<file path="src/logic/dtec_pkg.sv">
package dtec_pkg;
    // Machine cycle length in clock periods
    localparam int         MC_PERIODS  = 12;
    // Register offsets
    localparam logic [2:0] ADDR_MODE   = 3'h0;
    localparam logic [2:0] ADDR_CTRL   = 3'h1;
    localparam logic [2:0] ADDR_STATUS = 3'h2;
    localparam logic [2:0] ADDR_MASK   = 3'h3;
    localparam logic [2:0] ADDR_C0LOW  = 3'h4;
    localparam logic [2:0] ADDR_C0HIGH = 3'h5;
    localparam logic [2:0] ADDR_C1LOW  = 3'h6;
    localparam logic [2:0] ADDR_C1HIGH = 3'h7;
    // Mode register layout, one nibble per counter
    localparam int         NIB_WIDTH   = 4;
    localparam int         GATE_POS    = 3;
    localparam int         SRC_POS     = 2;
    localparam int         MODE_POS    = 0;
    localparam int         MODE_WIDTH  = 2;
    // Run, flag and mask bit positions
    localparam int         CNT0_POS    = 0;
    localparam int         CNT1_POS    = 1;
    // Reset values
    localparam logic [7:0] MODE_RST    = 8'h00;
    localparam logic [1:0] CTRL_RST    = 2'h0;
    localparam logic [1:0] FLAG_RST    = 2'h0;
    localparam logic [1:0] MASK_RST    = 2'h0;
    localparam logic [7:0] COUNT_RST   = 8'h00;
    // Wrap points
    localparam logic [4:0] PRESC_MAX   = 5'h1F;
    localparam logic [7:0] BYTE_MAX    = 8'hFF;
    // Operating modes in mode field order
    typedef enum logic [1:0] {
        MODE_PRESCALE,
        MODE_CASCADE,
        MODE_RELOAD,
        MODE_SPLIT
    } dtec_mode_t;
endpackage : dtec_pkg

</file>
<file path="src/logic/dtec_unit_if.sv">
`timescale 1ns/100ps
`default_nettype none
interface dtec_unit_if;
    // Control toward one counter unit
    dtec_pkg::dtec_mode_t mode;
    logic                 tick;
    logic                 highTick;
    logic                 wrLow;
    logic                 wrHigh;
    logic [7:0]           wrData;
    // State back from the unit
    logic [7:0]           countLow;
    logic [7:0]           countHigh;
    logic                 ovf;
    logic                 ovfHigh;

    modport ctrl (output mode, tick, highTick, wrLow, wrHigh, wrData,
                  input  countLow, countHigh, ovf, ovfHigh);
    modport unit (input  mode, tick, highTick, wrLow, wrHigh, wrData,
                  output countLow, countHigh, ovf, ovfHigh);
endinterface : dtec_unit_if
`default_nettype wire

</file>
<file path="src/logic/dtec_count_unit.sv">
`timescale 1ns/100ps
`default_nettype none
module dtec_count_unit (
    // Clock and reset
    input wire logic clk,
    input wire logic rstn,
    // Controller side
    dtec_unit_if.unit bus
);
    logic [7:0] low_q;
    logic [7:0] low_d;
    logic [7:0] high_q;
    logic [7:0] high_d;
    logic       ovf;
    logic       ovfHigh;

    // Next count and overflow per mode; a byte write wins over counting
    always_comb begin
        low_d   = low_q;
        high_d  = high_q;
        ovf     = 1'b0;
        ovfHigh = 1'b0;
        case (bus.mode)
            dtec_pkg::MODE_PRESCALE: begin
                if (bus.tick) begin
                    low_d = {low_q[7:5], low_q[4:0] + 5'h01};
                    if (low_q[4:0] == dtec_pkg::PRESC_MAX) begin
                        high_d = high_q + 8'h01;
                        ovf    = (high_q == dtec_pkg::BYTE_MAX);
                    end
                end
            end
            dtec_pkg::MODE_CASCADE: begin
                if (bus.tick) begin
                    {high_d, low_d} = {high_q, low_q} + 16'h0001;
                    ovf = ({high_q, low_q} == {2{dtec_pkg::BYTE_MAX}});
                end
            end
            dtec_pkg::MODE_RELOAD: begin
                if (bus.tick) begin
                    ovf   = (low_q == dtec_pkg::BYTE_MAX);
                    low_d = ovf ? high_q : low_q + 8'h01;
                end
            end
            default: begin
                if (bus.tick) begin
                    low_d = low_q + 8'h01;
                    ovf   = (low_q == dtec_pkg::BYTE_MAX);
                end
                if (bus.highTick) begin
                    high_d  = high_q + 8'h01;
                    ovfHigh = (high_q == dtec_pkg::BYTE_MAX);
                end
            end
        endcase
        if (bus.wrLow || bus.wrHigh) begin
            ovf     = 1'b0;
            ovfHigh = 1'b0;
        end
        if (bus.wrLow) begin
            low_d = bus.wrData;
        end
        if (bus.wrHigh) begin
            high_d = bus.wrData;
        end
    end

    // Count bytes
    always_ff @(posedge clk) begin
        if (!rstn) begin
            low_q  <= dtec_pkg::COUNT_RST;
            high_q <= dtec_pkg::COUNT_RST;
        end else begin
            low_q  <= low_d;
            high_q <= high_d;
        end
    end

    // Back to the controller
    assign bus.countLow  = low_q;
    assign bus.countHigh = high_q;
    assign bus.ovf       = ovf;
    assign bus.ovfHigh   = ovfHigh;
endmodule : dtec_count_unit
`default_nettype wire

</file>
<file path="src/logic/dtec_timers.sv">
`timescale 1ns/100ps
`default_nettype none
// Functional notes
// - Timer source counts one per machine cycle of twelve clocks.
// - Event source sampled each machine cycle; high then low sample counts one.
// - Counted event readable no later than second machine cycle after edge.
// - Mode 00: high byte counter behind five-bit prescaler in low byte.
// - Mode 01: high and low bytes cascade into one 16-bit counter.
// - Mode 10: low byte counts, reloads from high byte on overflow.
// - Counter 0 split: low byte own controls, high byte timer on counter 1 run.
// - Counter 1 in mode 11 stops and holds its value.
// - Counter 0 split: counter 1 sets no flag, still feeds baud tick.
// - Gate set: count only while gate pin high and run set.
// - Source select clear picks internal clock, set picks event pin.
// - Mode field sits at bits 5:4 and 1:0, upper bit higher.
// - Overflow from all ones sets flag, except counter 1 during split.
// - Both counters configure independently into any of four modes.
// - Flag set by overflow, cleared by vector acknowledge.
// - Software run bit turns each counter on and off.
module dtec_timers #(
    parameter int MC_DIV = dtec_pkg::MC_PERIODS
) (
    // Clock and reset
    input  wire logic       clk,
    input  wire logic       rstn,
    // Register port
    input  wire logic [2:0] busAddr,
    input  wire logic [7:0] busWrData,
    input  wire logic       busWr,
    input  wire logic       busRd,
    output var  logic [7:0] busRdData_q,
    // Event and gate pins
    input  wire logic       eventPinZero,
    input  wire logic       eventPinOne,
    input  wire logic [1:0] gateInterruptPin,
    // Interrupt vector acknowledge, one per counter
    input  wire logic [1:0] vectorAck,
    // Interrupt and baud rate outputs
    output var  logic       irq_q,
    output var  logic       baudTick_q
);
    localparam int MCW = (MC_DIV > 1) ? $clog2(MC_DIV) : 1;

    // Refuse dividers the tick logic cannot serve
    if (MC_DIV < 2) begin : gDivCheck
        $error("MC_DIV must be at least 2");
    end

    // Mode nibble of one counter
    function automatic logic [3:0] cfgNibble(input logic [7:0] m, input logic sel);
        return sel ? m[dtec_pkg::NIB_WIDTH +: dtec_pkg::NIB_WIDTH]
                   : m[0 +: dtec_pkg::NIB_WIDTH];
    endfunction : cfgNibble

    logic [MCW-1:0]       mcCnt_q;
    logic [1:0]           evtMeta_q;
    logic [1:0]           evtSync_q;
    logic [1:0]           evtSamp_q;
    logic [1:0]           gateMeta_q;
    logic [1:0]           gateSync_q;
    logic [7:0]           timerModeConfig_q;
    logic [1:0]           runCtrl_q;
    logic [1:0]           ovfFlag_q;
    logic [1:0]           ovfFlag_d;
    logic [1:0]           irqMask_q;
    logic [7:0]           rdMux;
    logic [3:0]           cfg [2];
    dtec_pkg::dtec_mode_t cfgMode [2];
    logic [1:0]           cfgGate;
    logic [1:0]           cfgSrc;
    logic [1:0]           evtFall;
    logic [1:0]           cntEnable;
    logic [1:0]           cntTick;
    logic [1:0]           flagSet;
    logic [1:0]           flagClr;
    logic                 mcTick;
    logic                 split0;
    logic                 wrMode;
    logic                 wrCtrl;
    logic                 wrStatus;
    logic                 wrMask;

    dtec_unit_if u0If ();
    dtec_unit_if u1If ();

    // Machine cycle divider
    assign mcTick = (mcCnt_q == MCW'(MC_DIV - 1));
    always_ff @(posedge clk) begin
        if (!rstn) begin
            mcCnt_q <= '0;
        end else begin
            mcCnt_q <= mcTick ? '0 : mcCnt_q + MCW'(1);
        end
    end

    // Pin synchronisers and once-per-machine-cycle event sample
    always_ff @(posedge clk) begin
        if (!rstn) begin
            evtMeta_q  <= 2'h0;
            evtSync_q  <= 2'h0;
            gateMeta_q <= 2'h0;
            gateSync_q <= 2'h0;
            evtSamp_q  <= 2'h0;
        end else begin
            evtMeta_q  <= {eventPinOne, eventPinZero};
            evtSync_q  <= evtMeta_q;
            gateMeta_q <= gateInterruptPin;
            gateSync_q <= gateMeta_q;
            if (mcTick) begin
                evtSamp_q <= evtSync_q;
            end
        end
    end

    // Per-counter configuration decode
    assign cfg[0]    = cfgNibble(timerModeConfig_q, 1'b0);
    assign cfg[1]    = cfgNibble(timerModeConfig_q, 1'b1);
    assign cfgMode[0] = dtec_pkg::dtec_mode_t'(cfg[0][dtec_pkg::MODE_POS +: dtec_pkg::MODE_WIDTH]);
    assign cfgMode[1] = dtec_pkg::dtec_mode_t'(cfg[1][dtec_pkg::MODE_POS +: dtec_pkg::MODE_WIDTH]);
    assign cfgGate   = {cfg[1][dtec_pkg::GATE_POS], cfg[0][dtec_pkg::GATE_POS]};
    assign cfgSrc    = {cfg[1][dtec_pkg::SRC_POS], cfg[0][dtec_pkg::SRC_POS]};
    assign split0    = (cfgMode[0] == dtec_pkg::MODE_SPLIT);

    // Count enables, source select and ticks
    assign evtFall    = evtSamp_q & ~evtSync_q;
    assign cntEnable  = runCtrl_q & (~cfgGate | gateSync_q);
    assign cntTick[0] = mcTick & cntEnable[0] & (cfgSrc[0] ? evtFall[0] : 1'b1);
    assign cntTick[1] = mcTick & cntEnable[1] & (cfgSrc[1] ? evtFall[1] : 1'b1)
                        & (cfgMode[1] != dtec_pkg::MODE_SPLIT);

    // Register write decode
    assign wrMode   = busWr && (busAddr == dtec_pkg::ADDR_MODE);
    assign wrCtrl   = busWr && (busAddr == dtec_pkg::ADDR_CTRL);
    assign wrStatus = busWr && (busAddr == dtec_pkg::ADDR_STATUS);
    assign wrMask   = busWr && (busAddr == dtec_pkg::ADDR_MASK);

    // Counter 0 unit, its high byte borrowed by counter 1 run bit in split
    assign u0If.mode     = cfgMode[0];
    assign u0If.tick     = cntTick[0];
    assign u0If.highTick = mcTick & runCtrl_q[dtec_pkg::CNT1_POS] & split0;
    assign u0If.wrLow    = busWr && (busAddr == dtec_pkg::ADDR_C0LOW);
    assign u0If.wrHigh   = busWr && (busAddr == dtec_pkg::ADDR_C0HIGH);
    assign u0If.wrData   = busWrData;

    // Counter 1 unit
    assign u1If.mode     = cfgMode[1];
    assign u1If.tick     = cntTick[1];
    assign u1If.highTick = 1'b0;
    assign u1If.wrLow    = busWr && (busAddr == dtec_pkg::ADDR_C1LOW);
    assign u1If.wrHigh   = busWr && (busAddr == dtec_pkg::ADDR_C1HIGH);
    assign u1If.wrData   = busWrData;

    dtec_count_unit uCnt0 (
        .clk  (clk),
        .rstn (rstn),
        .bus  (u0If.unit)
    );

    dtec_count_unit uCnt1 (
        .clk  (clk),
        .rstn (rstn),
        .bus  (u1If.unit)
    );

    // Flag set and clear; a set in the clearing cycle wins
    assign flagSet[0] = u0If.ovf;
    assign flagSet[1] = split0 ? u0If.ovfHigh : u1If.ovf;
    assign flagClr    = vectorAck | (wrStatus ? busWrData[1:0] : 2'h0);
    assign ovfFlag_d  = flagSet | (ovfFlag_q & ~flagClr);

    // Control registers and flags
    always_ff @(posedge clk) begin
        if (!rstn) begin
            timerModeConfig_q <= dtec_pkg::MODE_RST;
            runCtrl_q         <= dtec_pkg::CTRL_RST;
            irqMask_q         <= dtec_pkg::MASK_RST;
            ovfFlag_q         <= dtec_pkg::FLAG_RST;
        end else begin
            if (wrMode) begin
                timerModeConfig_q <= busWrData;
            end
            if (wrCtrl) begin
                runCtrl_q <= busWrData[1:0];
            end
            if (wrMask) begin
                irqMask_q <= busWrData[1:0];
            end
            ovfFlag_q <= ovfFlag_d;
        end
    end

    // Read selection
    always_comb begin
        if (busAddr == dtec_pkg::ADDR_MODE) begin
            rdMux = timerModeConfig_q;
        end else if (busAddr == dtec_pkg::ADDR_CTRL) begin
            rdMux = {6'h00, runCtrl_q};
        end else if (busAddr == dtec_pkg::ADDR_STATUS) begin
            rdMux = {6'h00, ovfFlag_q};
        end else if (busAddr == dtec_pkg::ADDR_MASK) begin
            rdMux = {6'h00, irqMask_q};
        end else if (busAddr == dtec_pkg::ADDR_C0LOW) begin
            rdMux = u0If.countLow;
        end else if (busAddr == dtec_pkg::ADDR_C0HIGH) begin
            rdMux = u0If.countHigh;
        end else if (busAddr == dtec_pkg::ADDR_C1LOW) begin
            rdMux = u1If.countLow;
        end else begin
            rdMux = u1If.countHigh;
        end
    end

    // Outputs: read data for one cycle, interrupt level, baud pulse
    always_ff @(posedge clk) begin
        if (!rstn) begin
            busRdData_q <= 8'h00;
            irq_q       <= 1'b0;
            baudTick_q  <= 1'b0;
        end else begin
            busRdData_q <= busRd ? rdMux : 8'h00;
            irq_q       <= |(ovfFlag_q & irqMask_q);
            baudTick_q  <= u1If.ovf;
        end
    end
endmodule : dtec_timers
`default_nettype wire

</file>
<file path="config.mk">
export PLATFORM = sky130hd
export DESIGN_NAME = dtec_timers
export DESIGN_NICKNAME = d
export VERILOG_FILES = /design/src/logic/dtec_pkg.sv /design/src/logic/dtec_unit_if.sv /design/src/logic/dtec_count_unit.sv /design/src/logic/dtec_timers.sv
export SDC_FILE = /design/constraint.sdc
export NUM_CORES = 1
export LEC_CHECK = 0
export BUFFER_PORTS_ARGS = -buffer_cell sky130_fd_sc_hd__buf_2
export CORE_ASPECT_RATIO = 0.6
export CORE_MARGIN = 2
export CORE_UTILIZATION = 25
export CTS_CLUSTER_DIAMETER = 120
export CTS_CLUSTER_SIZE = 40
export DETAILED_ROUTE_END_ITERATION = 7
export PLACE_DENSITY = 0.5
export SKIP_CTS_REPAIR_TIMING = 1
export SYNTH_ARGS = -nofsm -noshare
export SYNTH_HDL_FRONTEND = slang
export SYNTH_SLANG_ARGS = --single-unit
</file>
<file path="constraint.sdc">
create_clock -name clk -period 2 [get_ports clk]
set_input_delay 0.2 -clock clk [delete_from_list [all_inputs] [get_ports clk]]
set_output_delay 0.2 -clock clk [all_outputs]
set_load 0.05 [all_outputs]
</file>
==> results.md, run 1 <==
* Status: complete, no violations
* Nets at 608
* FF-to-FF setup slack at around 2.7 ps
* RSZ-0062 raised after global routing: yes
* Clock share of power at a little under half
* First-pass GRT wire length at around 24000 um
* Logic pwr share at about a tenth
* Syn_nets at around 530
* Min-Delay Path Class: in2reg
* Final GP Congestion at ~0.93
* Cell taking the most area after synthesis: dfxtp_1
* Relative slew slack at 62.41%
* Psw at 0.9361 mW
* Num CTS Buffers at 9
* Buffers on Ports at 30
* Die width at about 170 um
* Critical-path maximum fanout at 4
* Crit-path cells: ha_4, and3_4, ha_4, nand2b_4, a2111oi_4, a221oi_2, buf_4, a211o_1, a211oi_2
* Antenna violations before repair at 0
* Synth cell types at 64
* Top Family by Delay on Critical Path: compound AO/OA/AOI/OAI gates
* FILL cells at approximately 1700
* Ys flop type: dfxtp_1
* Remaining routing DRC violations at 0
* Minimum clock period at roughly 2000 ps
* Tcrit/Tclk final at 99.87%
* Total gr overflow at 0
* Startpoint types: register
* Synth Area per Inst at 8.373 um2
* Mapped Cells at 497
* CP required at ~2300 ps
* Syn. warnings at 0
* Most frequent CP cell: ha_4
* GRT Overall Usage at roughly 18%
* Lkg Pwr at between 1.5 and 2 nW
* Crit-path slowest cell: dfxtp_2
* Critical Path AT at 2260 ps
* Initial Util at 25.59%
* WS Path Type: reg2reg
* Internal power at roughly 2.5 mW
* Die ar. at 0.01773 mm2
* Register area at ~0.0014 mm2
* Post-route insts no fill at about 810
* Sw frac at ~27%
* #FFs+latches synth at 70
* Worst-margin pin slew at about 560 ps
* Vias per cell at 5.342
* Vias in the first global route at ~3900
* Clock-pin slew on the worst setup and hold paths at around 60 ps
* Core area at between 0.015 and 0.02 mm2
* CTS Root Cell: clkbuf_16
* Num Clock Sinks at 70
* CTS H-Tree Depth at 3
* Worst vdd ir at roughly 0.34 mV
* Rows at 36
* Multi-input logic area at 0.002788 mm2
* CP peak stage delay at 350 ps
* Skew-Pair Late Insertion Delay at approximately 340 ps
* Fin util at about a third
* Fraction of layout cells with a size suffix above 1 at between 20 and 30%
* I/O pins at 31
* Worst Path Buf+Inv at 1
* Post-Place Cell Area at 0.004992 mm2
* Clock Skew at about 4.8 ps
* Sequential fraction of design power at 42.6%
* Post-synthesis sequential area ratio at roughly 34%
* Max-slew violations at 0
* Final setup vio count at 0
* DR iter-0 viols at approximately 550
* Mapped Area at roughly 0.0042 mm2
* DP Cell Count at about 790
* DR WL/cell at about 19 um
* Crit. End Element: register
* F_max at approximately 0.5 GHz
* Drt first pass iters at 5
* Pwr/cell area at 632.7 mW/mm2
* Post-synth EDFFs at 0
* Total wire length at around 16000 um
* Final HPWL DP at between 10000 and 15000 um
* CTS tree: done
* FFs w/ async S/R, synth at 0%
* Max-cap violations at 0
* Vias post-DR at 4343
* Area contributors post-synth: dfxtp_1 34%, nand2_1 5.8%, mux4_2 4.3%
* Share of the synthesized area in the top cell type at 33.67%
* Largest net degree at the start of global routing at 37
* Most frequent cells in the layout: 67 x buf_4, 64 x nand2_1, 63 x dfxtp_1, 32 x o21ai_0, 30 x buf_2
* Commonest non-fill, non-tap cell in the layout: buf_4
* Ant. Diodes at 0
* Height of the chip at just over 100 um
* CTS max path bufs at 2
* Final antenna-violating net count at 0
* Fin. Hold Viols at 0
* Final Instance Area at roughly 0.0055 mm2
* Layout area overhead at 32.08%
worst paths after layout:
path / depth (start not counted) / start / endpoint
max: 9 / uCnt0.bus.countLow[0] / uCnt0.bus.countHigh[1]
min reg2reg: 1 / gateMeta_q[0] / gateSync_q[0]
max reg2reg: 9 / uCnt0.bus.countLow[0] / uCnt0.bus.countHigh[1]
min: 2 / gateInterruptPin[1] / gateMeta_q[1]
per-layer routing:
metal  vias up  global-route usage, %  wire, um
met4         0                  3.114        91
li1       2022                      -         -
met2       195                  21.63      5952
met1      2116                  28.72      8102
met5         -                      0         0
met3        10                  5.822      1594
layout make-up:
cell class                 instances  share of cell area (%)
clock buffer                       9                   4.097
inverter                          11                  0.7512
sequential                        70                   25.65
clock inverter                     7                   1.343
multi-input combinational        390                   50.72
tap                              228                   5.190
timing repair buffer              98                   12.25
kinds of logic after synthesis:
logic type | share of synthesized area [%]
compound gates | 24.17
simple gates | 27.24
xor+xnor | 1.894
mux | 7.456
buf+inv | 3.458
flops | 33.67
fa+ha+maj | 2.105
synthesized netlist by cell type (all sizes together), types with 5 or more instances:
library cell  instances
a31oi                10
o31ai                 8
a21oi                25
a211o                 5
nor2b                13
dfxtp                70
inv                  11
and3                  9
ha                    7
nand2b               10
nor3                 13
a211oi                8
nand3                20
a2111oi               5
and2                 18
clkbuf               20
mux2i                13
xor2                  6
nand3b                8
o21ai                33
nand2                64
buf                   6
nor2                 30
nand4                 9
a21boi               12
mux4                  8
power groups by stage:
stage / logic (mW) / registers (mW) / clock network [mW]
after floorplan: 0.175 / 1.50 / 0
after global placement: 0.317 / 1.50 / 0
after detailed placement: 0.318 / 1.51 / 0
after CTS: 0.319 / 1.47 / 1.68
after global routing: 0.360 / 1.49 / 1.74
final: 0.334 / 1.48 / 1.66
per-stage QoR:
step,hold WS (ps),power [mW],worst slack [ps],TNS (ps)
floorplan,327.3,1.675,4.694,0
detailed placement,412.1,1.824,-42.83,-115.4
global route,71.67,3.589,-91.49,-601.5
global placement,404.8,1.822,-15.80,-15.80
finish,59.74,3.477,2.671,0
CTS,55.05,3.477,-52.19,-246.0
worst reg2reg max path: stages (launching register included):
cell and delay [ps]:
dfxtp_2 350, ha_4 140, and3_4 200, ha_4 150, nand2b_4 70, a2111oi_4 290, a221oi_2 100, buf_4 170
a211o_1 240, a211oi_2 210
flip-flops by register name (all words and copies together) (netlist names), 4 cells and up:
register and flops:
uCnt1.bus.countHigh 8, timerModeConfig_q 8, busRdData_q 8, uCnt0.bus.countHigh 8, uCnt1.bus.countLow 8, uCnt0.bus.countLow 8
mcCnt_q 4
No activity file was read; power rests on OpenSTA's default activity.
==> run 2: changes to the inputs <==
--- a/config.mk
+++ b/config.mk
@@ -11,2 +11,3 @@
 export CORE_UTILIZATION = 25
+export CTS_BUF_LIST = sky130_fd_sc_hd__clkbuf_16
 export CTS_CLUSTER_DIAMETER = 120
==> constraint.sdc (replaced) <==
create_clock -name clk -period 2 [get_ports clk]
set_input_delay 0.1 -clock clk [delete_from_list [all_inputs] [get_ports clk]]
set_output_delay 0.1 -clock clk [all_outputs]
set_load 0.05 [all_outputs]
==> results.md, run 2 (same netlist as run 1, synthesis figures left out) <==
* Clock Skew at between 4 and 5 ps
* Critical path startpoint: uCnt0.bus.countLow[0]
* RR Endpoint: uCnt0.bus.countHigh[3]
* DR WL/cell at roughly 19 um
* Fraction of layout cells with a size suffix above 1 at 27.87%
* Skew-Pair Late Insertion Delay at between 300 and 400 ps
* Worst Hold End: ovfFlag_q[0]
* CTS max path bufs at 2
* Fin. Hold Viols at 0
* Num CTS Buffers at 9
* Final setup vio count at 0
* Die ar. at between 0.015 and 0.02 mm2
* Top Family by Delay on Critical Path: simple AND/OR/NAND/NOR gates
* Power Total at approximately 3.5 mW
* CTS tree: done
* RSZ-0062 raised after global routing: yes
* FF-to-FF setup slack at roughly 52 ps
* Total wire length at approximately 15000 um
* Fin Hold WS at between 40 and 50 ps
* Remaining routing DRC violations at 0
* Clock-pin slew on the worst setup and hold paths at 60 ps
* Min-Delay Path Class: in2reg
* Worst hold path depth at 3
* CP peak stage delay at ~480 ps
* Crit-path slowest cell: or4_1
* Worst Path Buf+Inv at 0
* Final GP Congestion at 0.9284
* DR iter-0 viols at approximately 600
* First-pass GRT wire length at around 23000 um
* Lkg Pwr at 1.973 nW
* Core area at roughly 0.016 mm2
* Num Clock Sinks at 70
* Minimum clock period at 1948 ps
* Relative slew slack at between 60% and 70%
* Largest net degree at the start of global routing at 38
* Height of the chip at between 100 and 150 um
* Antenna violations before repair at 0
* Final antenna-violating net count at 0
* Total gr overflow at 0
* Vias per cell at ~5.3
* Rows at 36
* Drt first pass iters at 5
* Critical Path AT at approximately 2200 ps
* Worst-margin pin slew at between 500 and 600 ps
* Die width at roughly 170 um
* Hold path startpoint: vectorAck[0]
* Worst R2R Path Depth at 8
* GRT Overall Usage at 17.65%
* Vias post-DR at between 4000 and 5000
* I/O pins at 31
* Vias in the first global route at just under 4000
* Startpoint types: register
* CTS Root Cell: clkbuf_16
* Crit-path cells: ha_2, and3_4, ha_4, nand2b_4, a2111oi_4, a221oi_2, or4_1, a31oi_1
* Fin util at roughly a third
* Tcrit/Tclk final at just under 100%
* Max-slew violations at 0
* Max-cap violations at 0
* Status: complete, no violations
* Final HPWL DP at roughly 12000 um
* Initial Util at 25.59%
* Crit. End Element: register
* CP required at approximately 2300 ps
* Commonest non-fill, non-tap cell in the layout: buf_4
* Worst vdd ir at roughly 0.34 mV
* Buffers on Ports at 30
* CTS H-Tree Depth at 3
* F_max at about 0.51 GHz
* Nets at between 600 and 700
* WS Path Type: reg2reg
* Ant. Diodes at 0
* Critical-path maximum fanout at 4
* Pwr/cell area at about 630 mW/mm2
* Post-Place Cell Area at approximately 0.005 mm2
* Final Instance Area at roughly 0.0056 mm2
* Layout area overhead at 33.37%
* RR Startpoint: uCnt0.bus.countLow[0]
* Most frequent cells in the layout: 70 x buf_4, 63 x nand2_1, 62 x dfxtp_1, 32 x o21ai_0, 30 x buf_2
==> run 2: changes by cell type in the layout (fill, tap and decap cells not counted), sizes merged <==
cell	before	now
buf	98	101
dlygate4sd3	0	4
clkinv	4	1
inv	12	14
clkinvlp	1	2
==> run 2: through the flow <==
stage,std cells,TNS [ps],setup slack [ps]
floorplan,497,0,4.694
global placement,792,-40.83,-26.74
detailed placement,792,-175.5,-63.76
CTS,808,-375.1,-91.27
global route,820,-526.4,-113.1
finish,820,0,52.23
==> run 2: worst max-delay path by stage <==
stage,to,slack (ps),cells after the start
global placement,uCnt0.bus.countHigh[3],-30,8
CTS,uCnt0.bus.countHigh[3],-90,8
global route,uCnt1.bus.countHigh[1],-110,9
finish,uCnt0.bus.countHigh[3],50,8
floorplan,uCnt0.bus.countHigh[3],5,8
detailed placement,uCnt0.bus.countHigh[3],-60,8
==> run 2: final cells by class <==
cell class,count,area (um2)
clock buffer,9,225.2
clock inverter,7,80.08
fill,1658,10710
inverter,11,41.29
multi-input combinational,390,2771
sequential,70,1411
tap,228,285.3
timing repair buffer,105,735.7
==> run 2: tightest hold or removal path, stage by stage <==
cell	delay (ps)
buf_2	80
nand3b_1	90
a21boi_0	70
==> run 2: layer usage <==
layer  GRT usage (%)  share of wire, %  vias to the layer above
met4           3.968               1.2                        0
met1           28.33                50                     2008
met5               0                 0                        -
met2           20.36                35                      249
met3           7.534                14                       15
li1                -                 -                     2036
==> run 2: where the power goes <==
group	internal [mW]	leakage [nW]	total, mW	switching (mW)
logic	0.138	1.26	0.334	0.196
clock network	0.982	0.143	1.69	0.711
registers	1.44	0.572	1.48	0.0477
